$ cat config.mk
export PLATFORM = sky130hd
export DESIGN_NAME = arts_timer
export DESIGN_NICKNAME = d
export VERILOG_FILES = /design/src/rtl/arts_pkg.sv /design/src/rtl/arts_timer.sv
export SDC_FILE = /design/constraint.sdc
export NUM_CORES = 1
export LEC_CHECK = 0
export BUFFER_PORTS_ARGS = -buffer_cell sky130_fd_sc_hd__buf_2
export CORE_MARGIN = 8
export CORE_UTILIZATION = 25
export CTS_CLUSTER_DIAMETER = 150
export DETAILED_ROUTE_END_ITERATION = 8
export SYNTH_ARGS = -nofsm -noshare
export SYNTH_HDL_FRONTEND = slang
export SYNTH_SLANG_ARGS = --single-unit
$ cat constraint.sdc
create_clock -name clk -period 3.3 [get_ports clk]
set_input_delay 0.165 -clock clk [delete_from_list [all_inputs] [get_ports clk]]
set_output_delay 0.165 -clock clk [all_outputs]
set_load 0.02 [all_outputs]
$ cat src/rtl/arts_pkg.sv
// Constants, register map and carrier types of the asynchronous timer block
package arts_pkg;

  // Register byte offsets on the Wishbone bus
  localparam logic [7:0] ADDR_COUNTER = 8'h00;
  localparam logic [7:0] ADDR_COMPARE = 8'h04;
  localparam logic [7:0] ADDR_CONTROL = 8'h08;
  localparam logic [7:0] ADDR_ASYNC   = 8'h0c;
  localparam logic [7:0] ADDR_MASK    = 8'h10;
  localparam logic [7:0] ADDR_FLAGS   = 8'h14;
  localparam logic [7:0] ADDR_SPECIAL = 8'h18;

  // Field positions
  localparam int ASYNC_SEL_BIT = 3;
  localparam int CNT_BUSY_BIT  = 2;
  localparam int CMP_BUSY_BIT  = 1;
  localparam int CTL_BUSY_BIT  = 0;
  localparam int CMP_IE_BIT    = 7;
  localparam int OVF_IE_BIT    = 6;
  localparam int CMP_FLAG_BIT  = 7;
  localparam int OVF_FLAG_BIT  = 6;
  localparam int PSR_BIT       = 1;
  localparam int CS_LSB        = 0;
  localparam int COM_LSB       = 4;

  // Holding register indices
  localparam int HOLD_CNT = 0;
  localparam int HOLD_CMP = 1;
  localparam int HOLD_CTL = 2;
  localparam int HOLD_NUM = 3;

  // Reset values and timing counts
  localparam logic [7:0] REG_RESET   = 8'h00;
  localparam logic [7:0] COUNT_MAX   = 8'hff;
  localparam logic [1:0] HOLD_EDGES  = 2'h2;
  localparam logic [2:0] HALT_CYCLES = 3'h4;
  localparam int         PSC_WIDTH   = 10;

  typedef enum logic [2:0] {
    SLP_ACTIVE      = 3'h0,
    SLP_IDLE        = 3'h1,
    SLP_POWER_SAVE  = 3'h2,
    SLP_POWER_DOWN  = 3'h3,
    SLP_STANDBY     = 3'h4,
    SLP_EXT_STANDBY = 3'h5
  } arts_sleep_type;

  typedef enum logic [3:0] {
    WK_RUN   = 4'h1,
    WK_WAIT  = 4'h2,
    WK_HALT  = 4'h4,
    WK_REARM = 4'h8
  } arts_wake_type;

  typedef struct packed {
    logic        cyc;
    logic        stb;
    logic        we;
    logic [7:0]  adr;
    logic [3:0]  sel;
    logic [31:0] dat;
  } arts_wb_req_type;

  typedef struct packed {
    logic        ack;
    logic [31:0] dat;
  } arts_wb_rsp_type;

endpackage

$ cat src/rtl/arts_timer.sv
// Asynchronous real time counter timer with holding registers and wake logic
`timescale 1ns/100ps
module arts_timer
  import arts_pkg::*;
(
  // Clock and reset
  input  wire logic            clk,
  input  wire logic            resetn,
  // Wishbone slave
  input  wire arts_wb_req_type wb_req,
  output arts_wb_rsp_type      wb_rsp,
  // Crystal and system
  input  wire logic            crystal_in_pin,
  input  wire logic            global_irq_enable,
  input  wire arts_sleep_type  sleep_mode,
  input  wire logic            compare_vec_ack,
  input  wire logic            overflow_vec_ack,
  // Requests and pins
  output logic                 compare_irq,
  output logic                 overflow_irq,
  output logic                 wake_req,
  output logic                 cpu_halt,
  output logic                 osc_enable,
  output logic                 port_detach,
  output logic                 compare_out
);

  logic [1:0]           xsync_r;
  logic                 xprev_r;
  logic                 xedge;
  logic                 async_r;
  logic                 src_tick;
  logic                 tick;
  logic [PSC_WIDTH-1:0] psc_r;
  logic                 psr_pend_r;
  logic                 psc_clear;
  logic [7:0]           cnt_r;
  logic [7:0]           cmp_r;
  logic [7:0]           ctl_r;
  logic [7:0]           shadow_r;
  logic [7:0]           hold_r [HOLD_NUM];
  logic [1:0]           ecnt_r [HOLD_NUM];
  logic [HOLD_NUM-1:0]  pend_r;
  logic [HOLD_NUM-1:0]  busy_r;
  logic [HOLD_NUM-1:0]  lat;
  logic [HOLD_NUM-1:0]  wr_hold;
  logic [2:0]           done_pipe_r [HOLD_NUM];
  logic [7:6]           mask_r;
  logic [7:6]           flags_r;
  logic [7:6]           evt_pipe_r [2];
  logic [7:6]           raw_evt;
  logic [7:6]           set_flag;
  logic                 cmp_raw;
  logic                 ovf_raw;
  logic                 ack_r;
  logic [31:0]          rdat_r;
  logic [7:0]           rd_val;
  logic                 wr;
  logic [7:0]           wdat;
  arts_wake_type        wake_r;
  logic [2:0]           halt_cnt_r;
  logic                 wake_cond;

  // Wishbone classic: ack one cycle after the strobe, write at the ack edge
  assign wr   = wb_req.cyc & wb_req.stb & ack_r & wb_req.we & wb_req.sel[0];
  assign wdat = wb_req.dat[7:0];
  always_ff @(posedge clk or negedge resetn) begin
    if (!resetn) begin
      ack_r  <= 1'b0;
      rdat_r <= 32'h0000_0000;
    end else begin
      ack_r <= wb_req.cyc & wb_req.stb & ~ack_r;
      if (wb_req.cyc && wb_req.stb && !ack_r) begin
        rdat_r <= {24'h00_0000, rd_val};
      end
    end
  end
  assign wb_rsp.ack = ack_r;
  assign wb_rsp.dat = rdat_r;
  always_comb begin
    if (wb_req.adr == ADDR_COUNTER) begin
      rd_val = shadow_r;
    end else if (wb_req.adr == ADDR_COMPARE) begin
      rd_val = hold_r[HOLD_CMP];
    end else if (wb_req.adr == ADDR_CONTROL) begin
      rd_val = hold_r[HOLD_CTL];
    end else if (wb_req.adr == ADDR_ASYNC) begin
      rd_val = {4'h0, async_r, busy_r[HOLD_CNT], busy_r[HOLD_CMP], busy_r[HOLD_CTL]};
    end else if (wb_req.adr == ADDR_MASK) begin
      rd_val = {mask_r, 6'h00};
    end else if (wb_req.adr == ADDR_FLAGS) begin
      rd_val = {flags_r, 6'h00};
    end else if (wb_req.adr == ADDR_SPECIAL) begin
      rd_val = {6'h00, psr_pend_r & async_r, 1'b0};
    end else begin
      rd_val = 8'h00;
    end
  end
  // Crystal input: first flop feeds only the second
  always_ff @(posedge clk or negedge resetn) begin
    if (!resetn) begin
      xsync_r <= 2'b00;
      xprev_r <= 1'b0;
    end else begin
      xsync_r <= {xsync_r[0], crystal_in_pin};
      xprev_r <= xsync_r[1];
    end
  end
  // Stopped oscillator gives no edges; contents after restart are not trusted
  assign xedge = xsync_r[1] & ~xprev_r & osc_enable;
  // Oscillator runs only in async mode and stops there in power-down and standby
  assign osc_enable  = async_r && sleep_mode != SLP_POWER_DOWN && sleep_mode != SLP_STANDBY;
  assign port_detach = async_r;
  assign src_tick    = async_r ? xedge : 1'b1;
  always_ff @(posedge clk or negedge resetn) begin
    if (!resetn) begin
      async_r <= 1'b0;
      mask_r  <= 2'b00;
    end else if (wr && wb_req.adr == ADDR_ASYNC) begin
      async_r <= wdat[ASYNC_SEL_BIT];
    end else if (wr && wb_req.adr == ADDR_MASK) begin
      mask_r <= wdat[7:6];
    end
  end
  // Prescaler reset waits for a crystal edge when async, since the prescaler runs there
  assign psc_clear = psr_pend_r & (~async_r | xedge);
  always_ff @(posedge clk or negedge resetn) begin
    if (!resetn) begin
      psr_pend_r <= 1'b0;
    end else if (wr && wb_req.adr == ADDR_SPECIAL && wdat[PSR_BIT]) begin
      psr_pend_r <= 1'b1;
    end else if (psc_clear) begin
      psr_pend_r <= 1'b0;
    end
  end
  always_ff @(posedge clk or negedge resetn) begin
    if (!resetn) begin
      psc_r <= '0;
    end else if (psc_clear) begin
      psc_r <= '0;
    end else if (src_tick) begin
      psc_r <= psc_r + 1'b1;
    end
  end
  always_comb begin
    case (ctl_r[CS_LSB +: 3])
      3'h0:    tick = 1'b0;
      3'h1:    tick = src_tick;
      3'h2:    tick = src_tick & (&psc_r[2:0]);
      3'h3:    tick = src_tick & (&psc_r[4:0]);
      3'h4:    tick = src_tick & (&psc_r[5:0]);
      3'h5:    tick = src_tick & (&psc_r[6:0]);
      3'h6:    tick = src_tick & (&psc_r[7:0]);
      default: tick = src_tick & (&psc_r[9:0]);
    endcase
  end
  // Holding registers, one per destination
  assign wr_hold[HOLD_CNT] = wr && wb_req.adr == ADDR_COUNTER;
  assign wr_hold[HOLD_CMP] = wr && wb_req.adr == ADDR_COMPARE;
  assign wr_hold[HOLD_CTL] = wr && wb_req.adr == ADDR_CONTROL;
  for (genvar i = 0; i < HOLD_NUM; i++) begin : g_hold
    assign lat[i] = pend_r[i] & xedge & (ecnt_r[i] == HOLD_EDGES - 2'h1);
    always_ff @(posedge clk or negedge resetn) begin
      if (!resetn) begin
        hold_r[i]      <= REG_RESET;
        ecnt_r[i]      <= 2'h0;
        pend_r[i]      <= 1'b0;
        busy_r[i]      <= 1'b0;
        done_pipe_r[i] <= 3'h0;
      end else begin
        done_pipe_r[i] <= {done_pipe_r[i][1:0], lat[i]};
        if (wr_hold[i]) begin
          hold_r[i] <= wdat;
          ecnt_r[i] <= 2'h0;
          pend_r[i] <= async_r;
          busy_r[i] <= async_r;
        end else begin
          if (pend_r[i] && xedge) begin
            ecnt_r[i] <= ecnt_r[i] + 2'h1;
          end
          if (lat[i]) begin
            pend_r[i] <= 1'b0;
          end
          if (done_pipe_r[i][2]) begin
            busy_r[i] <= 1'b0;
          end
        end
      end
    end
  end
  // Destinations: direct write when synchronous, latched copy when async
  always_ff @(posedge clk or negedge resetn) begin
    if (!resetn) begin
      cnt_r <= REG_RESET;
    end else if (lat[HOLD_CNT]) begin
      cnt_r <= hold_r[HOLD_CNT];
    end else if (wr_hold[HOLD_CNT] && !async_r) begin
      cnt_r <= wdat;
    end else if (tick) begin
      cnt_r <= cnt_r + 8'h01;
    end
  end
  always_ff @(posedge clk or negedge resetn) begin
    if (!resetn) begin
      cmp_r <= REG_RESET;
      ctl_r <= REG_RESET;
    end else begin
      if (lat[HOLD_CMP] || (wr_hold[HOLD_CMP] && !async_r)) begin
        cmp_r <= lat[HOLD_CMP] ? hold_r[HOLD_CMP] : wdat;
      end
      if (lat[HOLD_CTL] || (wr_hold[HOLD_CTL] && !async_r)) begin
        ctl_r <= lat[HOLD_CTL] ? hold_r[HOLD_CTL] : wdat;
      end
    end
  end
  // A pending counter or compare value would give a false match
  assign cmp_raw = tick && cnt_r == cmp_r && !busy_r[HOLD_CNT] && !busy_r[HOLD_CMP];
  assign ovf_raw = tick && cnt_r == COUNT_MAX;
  // Shadow follows crystal edges only while the I/O clock runs
  always_ff @(posedge clk or negedge resetn) begin
    if (!resetn) begin
      shadow_r <= REG_RESET;
    end else if (!async_r) begin
      shadow_r <= cnt_r;
    end else if (xedge && (sleep_mode == SLP_ACTIVE || sleep_mode == SLP_IDLE)) begin
      shadow_r <= cnt_r;
    end
  end
  // Compare pin driven straight from the raw compare match
  always_ff @(posedge clk or negedge resetn) begin
    if (!resetn) begin
      compare_out <= 1'b0;
    end else if (cmp_raw) begin
      case (ctl_r[COM_LSB +: 2])
        2'h1:    compare_out <= ~compare_out;
        2'h2:    compare_out <= 1'b0;
        2'h3:    compare_out <= 1'b1;
        default: compare_out <= compare_out;
      endcase
    end
  end
  // Flags: async events cross two more stages, so set lands three cycles after the tick
  assign raw_evt = {cmp_raw, ovf_raw};
  assign set_flag = async_r ? evt_pipe_r[1] : raw_evt;
  always_ff @(posedge clk or negedge resetn) begin
    if (!resetn) begin
      evt_pipe_r[0] <= 2'b00;
      evt_pipe_r[1] <= 2'b00;
      flags_r       <= 2'b00;
    end else begin
      evt_pipe_r[0] <= raw_evt;
      evt_pipe_r[1] <= evt_pipe_r[0];
      for (int b = 6; b <= 7; b++) begin
        if (set_flag[b]) begin
          flags_r[b] <= 1'b1;
        end else if ((wr && wb_req.adr == ADDR_FLAGS && wdat[b]) ||
                     (b == CMP_FLAG_BIT ? compare_vec_ack : overflow_vec_ack)) begin
          flags_r[b] <= 1'b0;
        end
      end
    end
  end
  assign compare_irq  = flags_r[CMP_FLAG_BIT] & mask_r[CMP_IE_BIT] & global_irq_enable;
  assign overflow_irq = flags_r[OVF_FLAG_BIT] & mask_r[OVF_IE_BIT] & global_irq_enable;
  // Wake sequencer for power-save and extended standby
  assign wake_cond = async_r && (sleep_mode == SLP_POWER_SAVE || sleep_mode == SLP_EXT_STANDBY) &&
                     ((cmp_raw && mask_r[CMP_IE_BIT]) || (ovf_raw && mask_r[OVF_IE_BIT]));
  assign cpu_halt  = (wake_r == WK_HALT);
  always_ff @(posedge clk or negedge resetn) begin
    if (!resetn) begin
      wake_r     <= WK_RUN;
      wake_req   <= 1'b0;
      halt_cnt_r <= 3'h0;
    end else begin
      wake_req <= 1'b0;
      case (wake_r)
        WK_RUN: begin
          if (wake_cond) begin
            wake_r <= WK_WAIT;
          end
        end
        WK_WAIT: begin
          if (xedge) begin
            wake_req   <= 1'b1;
            halt_cnt_r <= 3'h0;
            wake_r     <= WK_HALT;
          end
        end
        WK_HALT: begin
          halt_cnt_r <= halt_cnt_r + 3'h1;
          if (halt_cnt_r == HALT_CYCLES - 3'h1) begin
            wake_r <= WK_REARM;
          end
        end
        WK_REARM: begin
          // No new wake until a full crystal cycle resets the logic
          if (xedge) begin
            wake_r <= WK_RUN;
          end
        end
        default: wake_r <= WK_RUN;
      endcase
    end
  end
endmodule

==> impl_metrics.env <==
export IMPL_outcome="completed"
export IMPL_dieArea_mm2=0.02791
export IMPL_slowest_stage="dfrtp_1"
export IMPL_crit_type="flip-flop to flip-flop"
export IMPL_ctsRootBufferMaster="clkbuf_16"
export IMPL_synth_area_leader_cell="dfrtp_1"
export IMPL_synthArstFlopShare=1.000
export IMPL_syn_area_per_cell_um2=9.573
export IMPL_r2r_end="cnt_r[4]$_DFFE_PN0P_"
export IMPL_numCtsBuffers=17
export IMPL_hold_buffers=2
export IMPL_syn2layout_area_growth_pct=17.79
export IMPL_arrival_ps=2730
export IMPL_cts_sinks=115
export IMPL_synth_commonest_cells="143 x nand2_1, 114 x dfrtp_1, 46 x o21ai_0"
export IMPL_n_antenna_cell=0
export IMPL_htree_num_levels=4
export IMPL_ios=96
export IMPL_skew_ps=8.036
export IMPL_wl_um=14580
export IMPL_hold_depth=3
export IMPL_crit_chain="ha_1 > and3_1 > nand3_1 > o32ai_1 > nand2_1 > nand3_2 > mux2_2"
export IMPL_r2r_cells=7
export IMPL_hold_start="wb_req[4]"
export IMPL_wl_met3_um=1148
export IMPL_crit_buf_inv=0
export IMPL_clk_latency_ps=410
export IMPL_ys_types=64
export IMPL_first_pass_iters=5
export IMPL_via_count=4323
export IMPL_p_leak_uw=0.003297
export IMPL_synth_most_common_cell="nand2_1"
export IMPL_core_mm2=0.02250
export IMPL_grt_pass1_vias=4311
export IMPL_fin_area_mm2=0.006720
export IMPL_r2r_setup_slack_ps=860
export IMPL_ys_ff_latch=115
export IMPL_synth_seq_area_share=0.5046
export IMPL_setup_violations=0
export IMPL_start_util=0.2535
export IMPL_slowest_delay_ps=410
export IMPL_via_per_inst=4.584
export IMPL_drc=0
export IMPL_synth_edff_count=0
export IMPL_ant_nets=0
export IMPL_synth_top_area_frac=0.5000
export IMPL_r2r_start="psc_r[0]$_DFFE_PN0P_"
export IMPL_cts_repair_resize_count=0
export IMPL_cp_end_kind="flip-flop"
export IMPL_first_iter_violations=298
export IMPL_yosys_top_cells_area="dfrtp_1 50%, nand2_1 9.4%, o21ai_0 4.0%, buf_4 3.6%, mux2_2 3.6%"
export IMPL_port_buffers=44
export IMPL_final_nets=712
export IMPL_route_layer_met1_wl_um=6797
export IMPL_syn_cell_area_mm2=0.005705
export IMPL_grt_overflow=0
export IMPL_antenna_found_initial=1
export IMPL_drive_gt1_frac=0.1702
export IMPL_worstMarginPinSlew_ps=1066
export IMPL_grt_pass1_wl_um=23780
export IMPL_die_w_um=167.1
export IMPL_post_cts_buffers=0
export IMPL_dr_wl_met2_um=6455
export IMPL_yosys_warnings=0
export IMPL_pwr_density_cell_mw_per_mm2=499.6
export IMPL_clk_pin_slew_ps=50
export IMPL_dp_hpwl_um=10810
export IMPL_min_to="hold_r[20]$_DFFE_PN0P_"
export IMPL_syn_inst=596
export IMPL_grt_total_usage=0.1096
export IMPL_fmax_ghz=0.4093
export IMPL_worst_ep_required_time_ps=3590
export IMPL_rows=55
export IMPL_dpl_cell_count=911
export IMPL_nFillCells=2372
export IMPL_slew_headroom=0.2851
export IMPL_post_drt_wl_per_cell_um=15.46
export IMPL_rsz0062_at_grt="false"
export IMPL_cp_max_fo=7
export IMPL_finalCritPeriodShare=0.7404
export IMPL_layout_min_cycle_time_ps=2443
export IMPL_top_layer_used="met5"
export IMPL_gp_congestion=0.8283
export IMPL_cts_buffer_depth=2
export IMPL_maxCapViolCount=0
export IMPL_ir_worst_vdd_mv=0.3213
export IMPL_synthFlopType="dfrtp_1"
export IMPL_setup_tns_ps=0
export IMPL_tritoncts="yes"
export IMPL_critical_path_top_delay_family="simple AND/OR/NAND/NOR gates"
export IMPL_final_max_slew_viol_count=0
export IMPL_hold_violations=0
export IMPL_stdcell_count=943
export IMPL_grt_max_degree=65
export IMPL_start_kind="flip-flop"
export IMPL_hp_class="primary input to flip-flop"
export IMPL_placed_cell_area_mm2=0.006163
export IMPL_die_height_um=167.1
## worst register-to-register path, stage by stage (launching register included)
cell and delay, ps:
dfrtp_1 410, ha_1 200, and3_1 260, nand3_1 140
o32ai_1 400, nand2_1 280, nand3_2 270, mux2_2 360
## stage by stage
stage / setup slack (ps) / hold slack [ps] / total power (uW) / util
after CTS: 868.5 / 25.77 / 3394 / 0.2986
after global placement: 946.5 / 285.1 / 1707 / 0.2739
after global routing: 640.3 / 40.46 / 3505 / 0.2986
after floorplan: 1308 / -130.6 / 1638 / -
after detailed placement: 901.7 / 282.7 / 1713 / 0.2739
final: 856.6 / 35.63 / 3357 / 0.2986
## layout by cell type, fill, tap and decap left out, drive strengths merged, types with 10 or more instances in the layout
cell,synthesis,layout
xnor2,12,12
clkbuf,15,24
dfrtp,114,114
nand3,22,22
and3,10,10
conb,1,24
nand2,143,143
a21oi,18,18
buf,32,54
mux2,18,18
nor2,30,30
o21ai,48,48
inv,19,19
mux2i,10,10
## sequential cells by signal (all words and copies together) (netlist names), 2 cells and up
name and flops:
psc_r 10, mask_r 2, xsync_r 2, cmp_r 8, wake_r 4, ecnt_r 6
rdat_r 8, halt_cnt_r 3, pend_r 3, cnt_r 8, done_pipe_r 9, flags_r 2
shadow_r 8, hold_r 24, ctl_r 5, evt_pipe_r 4, busy_r 3
## cell families after synthesis
group                      count (synthesis)  share of synthesized area
DFF                                      115                     0.5046
and+or+nand+nor                          255                     0.2143
adders and majority gates                  9                    0.01974
muxes                                     28                    0.05307
buffers and inverters                     66                    0.06315
other                                      1                  0.0006573
AOI/OAI and AO/OA                        101                     0.1123
xor gates and xnor gates                  21                    0.03224
## power by group
part | switching [uW] | leakage (uW) | total [uW] | internal [uW]
registers | 49.6 | 0.00156 | 1510 | 1460
clock network | 589 | 0.000269 | 1670 | 1080
logic | 125 | 0.00147 | 185 | 59.6
## metal layers
layer,global-route usage,up-vias
met3,0.04941,14
met4,0.03447,2
met2,0.1621,121
li1,-,2090
met1,0.1402,2096
met5,0,-
## final cells by class
type	count	area, um2	area share
Inverter	19	71.32	0.01061
Clock buffer	24	481.7	0.07168
Sequential cell	115	2879	0.4284
Clock inverter	6	55.05	0.008192
Timing Repair Buffer	56	317.8	0.04729
Multi-Input combinational cell	438	2559	0.3807
Tap cell	285	356.6	0.05306
## worst max path at each step
stage / to / cells after the start / slack [ps] / from
finish: cnt_r[4]$_DFFE_PN0P_ / 7 / 860 / psc_r[0]$_DFFE_PN0P_
global route: cnt_r[4]$_DFFE_PN0P_ / 7 / 640 / psc_r[0]$_DFFE_PN0P_
CTS: cnt_r[4]$_DFFE_PN0P_ / 7 / 870 / psc_r[0]$_DFFE_PN0P_
detailed placement: cnt_r[4]$_DFFE_PN0P_ / 7 / 900 / psc_r[0]$_DFFE_PN0P_
global placement: cnt_r[3]$_DFFE_PN0P_ / 7 / 950 / psc_r[0]$_DFFE_PN0P_
floorplan: cnt_r[1]$_DFFE_PN0P_ / 7 / 1310 / psc_r[0]$_DFFE_PN0P_
Power figures use the tool's default switching activity.
